`src/hdl/vcc_map.svh`:
```
`ifndef VCC_MAP_SVH
`define VCC_MAP_SVH
// ==========================================================
// register addresses
`define VCC_CTRL_ADDR      8'h9b
`define VCC_MODE_ADDR      8'h9d
`define VCC_MUX_ADDR       8'h9f
// ==========================================================
// reset values
`define VCC_CTRL_RST       8'h00
`define VCC_MODE_RST       8'h02
`define VCC_MUX_RST        8'h00
// ==========================================================
// control register fields
`define VCC_CTRL_EN_BIT    7
`define VCC_CTRL_OUT_BIT   6
`define VCC_CTRL_RF_BIT    5
`define VCC_CTRL_FF_BIT    4
`define VCC_CTRL_HYP_HI    3
`define VCC_CTRL_HYP_LO    2
`define VCC_CTRL_HYN_HI    1
`define VCC_CTRL_HYN_LO    0
// ==========================================================
// mode register fields
`define VCC_MODE_RIE_BIT   5
`define VCC_MODE_FIE_BIT   4
`define VCC_MODE_RM_HI     1
`define VCC_MODE_RM_LO     0
`define VCC_MODE_WMASK     8'h33
// ==========================================================
// mux register fields
`define VCC_MUX_N_HI       6
`define VCC_MUX_N_LO       4
`define VCC_MUX_P_HI       2
`define VCC_MUX_P_LO       0
`define VCC_MUX_WMASK      8'h77
`endif

```
`src/hdl/vcc_pkg.sv`:
```
package vcc_pkg;
   // ==========================================================
   // trims handed to the analog core
   typedef struct packed {
      logic       power_on;
      logic [1:0] pos_hyst_sel;
      logic [1:0] neg_hyst_sel;
      logic [1:0] response_mode;
      logic [2:0] pos_input_sel;
      logic [2:0] neg_input_sel;
   } vcc_analog_s;
   // ==========================================================
   // register bus request
   typedef struct packed {
      logic       wr;
      logic       rd;
      logic [7:0] addr;
      logic [7:0] wdata;
   } vcc_bus_s;
endpackage

```
`src/hdl/vcc_sync.sv`:
```
`timescale 1ns/1ps
module vcc_sync #(
   parameter int WIDTH = 1
) (
   input  wire logic             ref_clk,
   input  wire logic             rst,
   input  wire logic [WIDTH-1:0] d,
   output      logic [WIDTH-1:0] q
);
   logic [WIDTH-1:0] meta_reg;
   logic [WIDTH-1:0] meta_next;
   logic [WIDTH-1:0] q_next;

   // ==========================================================
   // two-stage synchroniser
   always_comb begin
      meta_next = d;
      q_next    = meta_reg;
   end

   always_ff @(posedge ref_clk) begin
      if (rst) begin
         meta_reg <= '0;
         q        <= '0;
      end else begin
         meta_reg <= meta_next;
         q        <= q_next;
      end
   end
endmodule

```
`src/hdl/vcc_top.sv`:
```
// Summary of operation
// - control bit 7 turns the comparator on when 1 and off when 0.
// - while disabled, the latched and raw outputs are low and comparator power is off.
// - control bit 6 reads the live result, 1 when plus exceeds minus.
// - a rising output edge sets the rising flag in control bit 5.
// - a falling output edge sets the falling flag in control bit 4.
// - edge flags stay set until software writes them to zero.
// - the rising interrupt passes only when mode bit 5 is 1.
// - the falling interrupt passes only when mode bit 4 is 1.
// - control bits 3:2 select positive hysteresis off, 5, 10, 20 mV.
// - control bits 1:0 select negative hysteresis off, 5, 10, 20 mV.
// - mode bits 1:0 select response from fastest to lowest power.
// - a clocked latched output and a raw asynchronous output exist.
// - mode bits 7:6 and 3:2 read zero and ignore writes.
// - mux fields route the positive and negative comparator inputs.
`timescale 1ns/1ps
`include "vcc_map.svh"
module vcc_top (
   input  wire logic                 ref_clk,
   input  wire logic                 rst,
   input  wire logic                 bus_wr,
   input  wire logic                 bus_rd,
   input  wire logic [7:0]           bus_addr,
   input  wire logic [7:0]           bus_wdata,
   output      logic [7:0]           bus_rdata,
   input  wire logic                 cmp_raw,
   output      vcc_pkg::vcc_analog_s analog_ctrl,
   output      logic                 latched_output,
   output      logic                 raw_async_output,
   output      logic                 cmp_irq
);
   logic [7:0]           ctrl_reg;
   logic [7:0]           ctrl_next;
   logic [7:0]           mode_reg;
   logic [7:0]           mode_next;
   logic [7:0]           mux_reg;
   logic [7:0]           mux_next;
   logic [7:0]           rdata_next;
   logic                 prev_reg;
   logic                 prev_next;
   logic                 latched_next;
   logic                 irq_next;
   logic                 cmp_sync;
   logic                 rise_ev;
   logic                 fall_ev;
   logic                 cmp_enable;
   vcc_pkg::vcc_analog_s analog_next;
   vcc_pkg::vcc_bus_s    bus;

   assign bus = '{wr: bus_wr, rd: bus_rd, addr: bus_addr,
                  wdata: bus_wdata};
   assign cmp_enable = ctrl_reg[`VCC_CTRL_EN_BIT];

   // ==========================================================
   // synchroniser
   vcc_sync #(.WIDTH(1)) u_sync (
      .ref_clk (ref_clk),
      .rst     (rst),
      .d       (cmp_raw),
      .q       (cmp_sync)
   );

   // ==========================================================
   // edge detection
   always_comb begin
      prev_next = cmp_sync;
      rise_ev   = cmp_enable & cmp_sync & ~prev_reg;
      fall_ev   = cmp_enable & ~cmp_sync & prev_reg;
   end

   // ==========================================================
   // registers
   always_comb begin
      ctrl_next = ctrl_reg;
      mode_next = mode_reg;
      mux_next  = mux_reg;
      if (bus.wr && bus.addr == `VCC_CTRL_ADDR) begin
         ctrl_next = bus.wdata;
      end
      if (bus.wr && bus.addr == `VCC_MODE_ADDR) begin
         mode_next = bus.wdata & `VCC_MODE_WMASK;
      end
      if (bus.wr && bus.addr == `VCC_MUX_ADDR) begin
         mux_next = bus.wdata & `VCC_MUX_WMASK;
      end
      ctrl_next[`VCC_CTRL_OUT_BIT] = 1'b0;
      // hardware sets win over software clear
      if (rise_ev) begin
         ctrl_next[`VCC_CTRL_RF_BIT] = 1'b1;
      end
      if (fall_ev) begin
         ctrl_next[`VCC_CTRL_FF_BIT] = 1'b1;
      end
   end

   // ==========================================================
   // read data and outputs
   always_comb begin
      unique case (bus.addr)
         `VCC_CTRL_ADDR: rdata_next = ctrl_reg
            | ({7'h00, cmp_sync & cmp_enable} << `VCC_CTRL_OUT_BIT);
         `VCC_MODE_ADDR: rdata_next = mode_reg;
         `VCC_MUX_ADDR:  rdata_next = mux_reg;
         default:        rdata_next = 8'h00;
      endcase
      if (!bus.rd) begin
         rdata_next = 8'h00;
      end
      analog_next.power_on      =
         ctrl_next[`VCC_CTRL_EN_BIT];
      analog_next.pos_hyst_sel  =
         ctrl_next[`VCC_CTRL_HYP_HI:`VCC_CTRL_HYP_LO];
      analog_next.neg_hyst_sel  =
         ctrl_next[`VCC_CTRL_HYN_HI:`VCC_CTRL_HYN_LO];
      analog_next.response_mode =
         mode_next[`VCC_MODE_RM_HI:`VCC_MODE_RM_LO];
      analog_next.pos_input_sel =
         mux_next[`VCC_MUX_P_HI:`VCC_MUX_P_LO];
      analog_next.neg_input_sel =
         mux_next[`VCC_MUX_N_HI:`VCC_MUX_N_LO];
      latched_next =
         cmp_sync & ctrl_next[`VCC_CTRL_EN_BIT];
      irq_next =
         (ctrl_next[`VCC_CTRL_RF_BIT] & mode_next[`VCC_MODE_RIE_BIT])
         | (ctrl_next[`VCC_CTRL_FF_BIT]
            & mode_next[`VCC_MODE_FIE_BIT]);
   end

   always_ff @(posedge ref_clk) begin
      if (rst) begin
         ctrl_reg       <= `VCC_CTRL_RST;
         mode_reg       <= `VCC_MODE_RST;
         mux_reg        <= `VCC_MUX_RST;
         prev_reg       <= 1'b0;
         bus_rdata      <= 8'h00;
         analog_ctrl    <= '0;
         latched_output <= 1'b0;
         cmp_irq        <= 1'b0;
      end else begin
         ctrl_reg       <= ctrl_next;
         mode_reg       <= mode_next;
         mux_reg        <= mux_next;
         prev_reg       <= prev_next;
         bus_rdata      <= rdata_next;
         analog_ctrl    <= analog_next;
         latched_output <= latched_next;
         cmp_irq        <= irq_next;
      end
   end

   // ==========================================================
   // raw output: pure gate of the analog result, works without clock
   always_comb begin
      raw_async_output = cmp_raw & cmp_enable;
   end

   // ==========================================================
   // assertions
   AST_RISE_SETS: assert property (
      @(posedge ref_clk) disable iff (rst)
      rise_ev |=> ctrl_reg[`VCC_CTRL_RF_BIT])
      else $error("rising edge did not set flag");
   AST_FALL_SETS: assert property (
      @(posedge ref_clk) disable iff (rst)
      fall_ev |=> ctrl_reg[`VCC_CTRL_FF_BIT])
      else $error("falling edge did not set flag");
   AST_FLAG_HOLD: assert property (
      @(posedge ref_clk) disable iff (rst)
      (ctrl_reg[`VCC_CTRL_RF_BIT]
       && !(bus_wr && bus_addr == `VCC_CTRL_ADDR))
      |=> ctrl_reg[`VCC_CTRL_RF_BIT])
      else $error("rising flag cleared without write");
   AST_FALL_HOLD: assert property (
      @(posedge ref_clk) disable iff (rst)
      (ctrl_reg[`VCC_CTRL_FF_BIT]
       && !(bus_wr && bus_addr == `VCC_CTRL_ADDR))
      |=> ctrl_reg[`VCC_CTRL_FF_BIT])
      else $error("falling flag cleared without write");
   AST_IRQ: assert property (
      @(posedge ref_clk) disable iff (rst)
      cmp_irq == ((ctrl_reg[`VCC_CTRL_RF_BIT]
                   && mode_reg[`VCC_MODE_RIE_BIT])
                  || (ctrl_reg[`VCC_CTRL_FF_BIT]
                      && mode_reg[`VCC_MODE_FIE_BIT])))
      else $error("interrupt does not match flags and enables");
   AST_RIE_GATE: assert property (
      @(posedge ref_clk) disable iff (rst)
      (!mode_reg[`VCC_MODE_RIE_BIT]
       && !(ctrl_reg[`VCC_CTRL_FF_BIT] && mode_reg[`VCC_MODE_FIE_BIT]))
      |-> !cmp_irq)
      else $error("rising interrupt passed while disabled");
   AST_FIE_GATE: assert property (
      @(posedge ref_clk) disable iff (rst)
      (!mode_reg[`VCC_MODE_FIE_BIT]
       && !(ctrl_reg[`VCC_CTRL_RF_BIT] && mode_reg[`VCC_MODE_RIE_BIT]))
      |-> !cmp_irq)
      else $error("falling interrupt passed while disabled");
   AST_MODE_ZERO: assert property (
      @(posedge ref_clk) disable iff (rst)
      (mode_reg & ~`VCC_MODE_WMASK) == 8'h00)
      else $error("unused mode bits set");
   AST_OFF_LOW: assert property (
      @(posedge ref_clk) disable iff (rst)
      !cmp_enable |-> !latched_output)
      else $error("latched output high while disabled");
   AST_RAW_OFF: assert property (
      @(posedge ref_clk) disable iff (rst)
      !cmp_enable |-> !raw_async_output)
      else $error("raw output high while disabled");
   AST_POWER: assert property (
      @(posedge ref_clk) disable iff (rst)
      (bus_wr && bus_addr == `VCC_CTRL_ADDR)
      |=> analog_ctrl.power_on == $past(bus_wdata[`VCC_CTRL_EN_BIT]))
      else $error("power does not follow enable write");
   AST_HYST: assert property (
      @(posedge ref_clk) disable iff (rst)
      (bus_wr && bus_addr == `VCC_CTRL_ADDR)
      |=> {analog_ctrl.pos_hyst_sel, analog_ctrl.neg_hyst_sel}
          == $past(bus_wdata[`VCC_CTRL_HYP_HI:`VCC_CTRL_HYN_LO]))
      else $error("hysteresis trims do not follow write");
   AST_MODE_TRIM: assert property (
      @(posedge ref_clk) disable iff (rst)
      (bus_wr && bus_addr == `VCC_MODE_ADDR)
      |=> analog_ctrl.response_mode
          == $past(bus_wdata[`VCC_MODE_RM_HI:`VCC_MODE_RM_LO]))
      else $error("response mode does not follow write");
   AST_MUX_SEL: assert property (
      @(posedge ref_clk) disable iff (rst)
      (bus_wr && bus_addr == `VCC_MUX_ADDR)
      |=> analog_ctrl.pos_input_sel
          == $past(bus_wdata[`VCC_MUX_P_HI:`VCC_MUX_P_LO])
          && analog_ctrl.neg_input_sel
          == $past(bus_wdata[`VCC_MUX_N_HI:`VCC_MUX_N_LO]))
      else $error("input selects do not follow write");
   AST_LATCH_SYNC: assert property (
      @(posedge ref_clk) disable iff (rst)
      cmp_enable |-> latched_output == $past(cmp_sync))
      else $error("latched output does not follow synchronised result");
   AST_OUT_READ: assert property (
      @(posedge ref_clk) disable iff (rst)
      (bus_rd && bus_addr == `VCC_CTRL_ADDR && cmp_enable && cmp_sync)
      |=> bus_rdata[`VCC_CTRL_OUT_BIT])
      else $error("result bit not read");

   // ==========================================================
   // coverage of main scenarios
   COV_RISE: cover property (@(posedge ref_clk) rise_ev);
   COV_FALL: cover property (@(posedge ref_clk) fall_ev);
   COV_IRQ:  cover property (@(posedge ref_clk) $rose(cmp_irq));
   COV_BOTH: cover property (@(posedge ref_clk)
      ctrl_reg[`VCC_CTRL_RF_BIT] && ctrl_reg[`VCC_CTRL_FF_BIT]);
   COV_OFF:  cover property (@(posedge ref_clk) $fell(cmp_enable));
endmodule

```
`config.mk`:
```
export PLATFORM = sky130hd
export DESIGN_NAME = vcc_top
export DESIGN_NICKNAME = d
export VERILOG_FILES = /design/src/hdl/vcc_pkg.sv /design/src/hdl/vcc_sync.sv /design/src/hdl/vcc_top.sv
export VERILOG_INCLUDE_DIRS = /design/src /design/src/hdl
export SDC_FILE = /design/constraint.sdc
export NUM_CORES = 1
export LEC_CHECK = 0
export ABC_CLOCK_PERIOD_IN_PS = 1800
export BUFFER_PORTS_ARGS = -buffer_cell sky130_fd_sc_hd__buf_2
export CAP_MARGIN = 10
export CORE_UTILIZATION = 48
export DETAILED_ROUTE_END_ITERATION = 7
export HOLD_SLACK_MARGIN = 0.03
export MAX_ROUTING_LAYER = met4
export PLACE_DENSITY = 0.74
export SETUP_SLACK_MARGIN = 0.02
export SLEW_MARGIN = 5
export SYNTH_ARGS = -nofsm -noshare
export SYNTH_HDL_FRONTEND = slang
export SYNTH_HIERARCHICAL = 1
export SYNTH_SLANG_ARGS = --single-unit
```
`constraint.sdc`:
```
create_clock -name ref_clk -period 1.8 [get_ports ref_clk]
set_input_delay 0.09 -clock ref_clk [delete_from_list [all_inputs] [get_ports ref_clk]]
set_output_delay 0.09 -clock ref_clk [all_outputs]
set_load 0.005 [all_outputs]
```
# == After elaboration in Yosys (flattened, before gate mapping) ==
# Cells that the tools add are included.
# classes
muxes,6
bitwise_logic,13
eq_ne,3
reduce_logical,4
# ops
operator,count
"8-bit equality test, second input constant",3
8-bit case mux with 3 select lines,1
1-bit bitwise AND,8
8-bit two-way mux,1
8-bit by 7-bit OR with 8-bit output,1
7-bit two-way mux,1
6-bit two-way mux,1
1-bit logical AND,3
1-bit inverter,3
1-bit two-way mux,2
2-bit OR reduction,1
1-bit OR,1
# word_totals
register_bits,44
word_cells,42
output_inout_bits,24

# == Logic depth before layout (Yosys ltp) ==
# logic_depth
depth_word,6
ltp_mapped,5
depth_no_buf,4

# == Cells and area by module ==
# The synthesis kept the hierarchy.
# by_module_without_submodules
mod,cells_per_inst,n_inst,area_each_um2,seq_area_each_um2
vcc_top,121,1,1223.7,580.6
vcc_sync,4,1,52.6,40.0

# == Worst setup path before layout ==
# No wires, ideal clock.
# synth_path
path_kind,input to register
startpoint,input bus_addr[5]
endpoint,register cmp_irq
setup_time_ns,0.074
cell_stages,4
arrival_ns,1.319
slack_ns,0.407
path_cell_list,nand3b_1 nor4b_4 mux2_2 o22ai_2
# synth_via
elab_chain_len,6
elab_cells_between_ends,11
# synth_rtl
item,line_no,text
from (decl),vcc_top.sv:23,"input wire logic [7:0] bus_addr,"
8-bit equality test,n/a,
1-bit logical AND (no line),n/a,
8-bit two-way mux,vcc_top.sv:77,if (bus.wr && bus.addr == `VCC_CTRL_ADDR) begin
1-bit two-way mux (on tied branches),"vcc_top.sv:88, vcc_top.sv:91",
1-bit bitwise AND (on tied branches),"vcc_top.sv:124, vcc_top.sv:125",
1-bit OR (*),vcc_top.sv:124,(ctrl_next[`VCC_CTRL_RF_BIT] & mode_next[`VCC_MODE_RIE_BIT])
to (signal assigned),vcc_top.sv:147,cmp_irq <= irq_next;
to (decl),vcc_top.sv:30,output logic cmp_irq
# Mark *: on every way between the ends. The rest lies on a longest branch, timed or not.
# A chain may end at the register's enable or synchronous reset.

# == Worst setup path in the final report ==
# layout_path
startpoint,input bus_addr[2]
endpoint,register cmp_irq
# Same word-level chain as after synthesis.

==> qor.csv <==
metric;value;unit
clock_sinks;31;
cts_tree;built;
syn_inst;125;
critical_path.max_stage_delay;0.47;ns
setup.worst_path.start_class;input port;
final_common_cell;buf_2;
timing.rr.start;analog_ctrl[12]$_SDFF_PP0_;
worstHoldStart;bus_wdata[0];
grt-ovfl-total;0;
dp_hpwl;1.85;mm
die_h;53.6;um
worstReg2RegEnd;cmp_irq$_SDFF_PP0_;
fin_crit_sh;70.9;%
areaGrowthSynthToFinish;29.6;%
die-area;2870;um2
holdBufCountCts;7;
final_cell_mix;buf_2 (44), dfxtp_1 (31), nor2_1 (23);
arrival;1.50;ns
largest_reg_flops;10;
synth_top_area_cell;dfxtp_1;
layout-drive-gt1-share;36.7;%
critPathBufInv;1;
rsz0062_at_grt;no;
tightest_slew;0.502;ns
cts-buffers-inserted;5;
p_comb_share;6.0;%
dieWidth;53.6;um
synth_nets;146;
syn_area;1280;um2
post-place-ws;0.182;ns
p_int;0.00106;W
io_pins;45;
whs;0.0413;ns
ys_seq_area_share;48.6;%
cellPowerDensity;813;nW/um2
rows;18;
final_area;1650;um2
antenna_cells;0;
switching_share;21.2;%
power_frac_seq;51.4;%
post_drt_wl_per_cell;12.7;um
post_cts_buffers;0;
status;finished clean;
syn_area_per_cell;10.2;um2
root_buffer;clkbuf_4;
cp-end-kind;flip-flop;
hold_class;in2reg;
htree_levels;2;
clock_latency;0.33;ns
cp.required;2.03;ns
ys_ff_latch;31;
finClkSkew;0.00774;ns
final_hold_viol_count;0;
ys_types;26;
fin_crit;1.28;ns
critical_path.top_delay_family;simple AND/OR/NAND/NOR gates;
viasPerCell;5.00;
r2r_slack;0.61;ns
grt_pass1_vias;913;
ant_nets;0;
route.vias.total;1036;
grt_max_degree;23;
gp_congestion;0.782;
criticalPathCategory;in2reg;
crit_chain;buf_2 > and2b_1 > nor3b_2 > mux2i_1 > o22ai_2;
max_freq;783;MHz
fin_util;66.2;%
drc_errors;0;
tns;0;ns
worst_slack;0.523;ns
place_area;1490;um2
yosysWarnings;6;
min_to;analog_ctrl[3]$_SDFFE_PP0P_;
antenna_found_initial;0;
drt_wl_total;2.62;mm
grt_pass1_wl;3.97;mm
drt_iter0_markers;20;
p_switching;0.000285;W
whs_path_depth;3;
finalSetupViolations;0;
grt_usage;20.8;%
report.final.slew_viol_count;0;
leakage;0.743;nW
port_buffers;44;
max-vdd-ir-drop;692;uV
power_frac_clock;42.5;%
slowest_stage;nor3b_2;
first_pass_iters;4;
crit_path_max_fanout;13;
start_util;51.1;%
clock_path_buffers;2;
ys_top_cells_by_area;dfxtp_1 (49%), mux2i_1 (13%), nor2_1 (6.8%), buf_4 (3.5%), mux2_2 (3.5%);
crit_path_start;bus_addr[2];
nNetsFinal;197;
worstRegToRegCells;4;
cts.repair.resized;0;
synth_top_area_share;48.6;%
drv_cap;0;
relSlewSlack;66.4;%
path_clk_slew;0.10;ns
core;2500;um2
==> worst max-delay path by stage <==
stage	end	slack, ns	cells past startpoint
after floorplan	cmp_irq$_SDFF_PP0_	0.41	4
after global placement	cmp_irq$_SDFF_PP0_	0.25	5
after detailed placement	cmp_irq$_SDFF_PP0_	0.18	5
after CTS	cmp_irq$_SDFF_PP0_	0.54	5
after global routing	cmp_irq$_SDFF_PP0_	0.46	5
final	cmp_irq$_SDFF_PP0_	0.52	5
==> cells in the mapped netlist <==
master / instances
dfxtp_1: 31
nor2_1: 23
mux2i_1: 17
buf_4: 6
inv_1: 5
nor2b_1: 5
a22oi_1: 4
mux2_2: 4
nand2_1: 4
a21oi_1: 3
and2_1: 3
clkbuf_1: 3
o21ai_0: 3
nand3b_1: 2
and2b_1: 1
and2b_2: 1
and3b_1: 1
and4b_2: 1
buf_2: 1
nand4_1: 1
nand4b_4: 1
nor3_2: 1
nor3b_2: 1
nor4b_4: 1
o2111ai_1: 1
o22ai_2: 1
==> tightest hold or removal path: stages <==
cell and delay (ns):
buf_2 0.11, mux2i_1 0.07, nor2_1 0.08
==> metal layers <==
metal | wire length (um) | vias to the layer above | track usage, %
met2 | 1320 | 28 | 34.4
met5 | 0 | - | -
met1 | 1160 | 485 | 22.7
met4 | 8 | 0 | 7.89
li1 | - | 520 | -
met3 | 134 | 3 | 7.63
==> power by group through the flow <==
stage               clock, W  combinational (W)  sequential, W
finish              0.000572          0.0000807       0.000692
global route        0.000613          0.0000876       0.000692
CTS                 0.000580          0.0000792       0.000692
detailed placement         0          0.0000673       0.000707
global placement           0          0.0000654       0.000707
floorplan                  0          0.0000328       0.000707
==> area by class of cell <==
| class | count | area (um2) |
|---|---|---|
| clock inverters | 2 | 35.0 |
| clock buffers | 6 | 51.3 |
| inverters | 5 | 18.8 |
| repair buffers | 54 | 315 |
| well taps | 30 | 37.5 |
| fillers | 214 | 846 |
| multi-input cells | 79 | 576 |
| flip-flops and latches | 31 | 621 |
==> through the flow <==
stage | std cells | total power (W)
6_report | 207 | 0.00134
5_1_grt | 207 | 0.00139
4_1_cts | 206 | 0.00135
3_5_place_dp | 191 | 0.000775
3_3_place_gp | 191 | 0.000773
2_1_floorplan | 125 | 0.000740
==> cells by family (layout without fill, tap and decap cells) <==
logic type	count (synthesis)	in the layout	share of synthesized area (%)
flip-flops	31	31	48.6
AND/OR/NAND/NOR	46	46	21.9
multiplexers	21	21	16.9
buffers and inverters	15	67	6.27
AO/OA/AOI/OAI	12	12	6.37
Power figures use the tool's default switching activity.
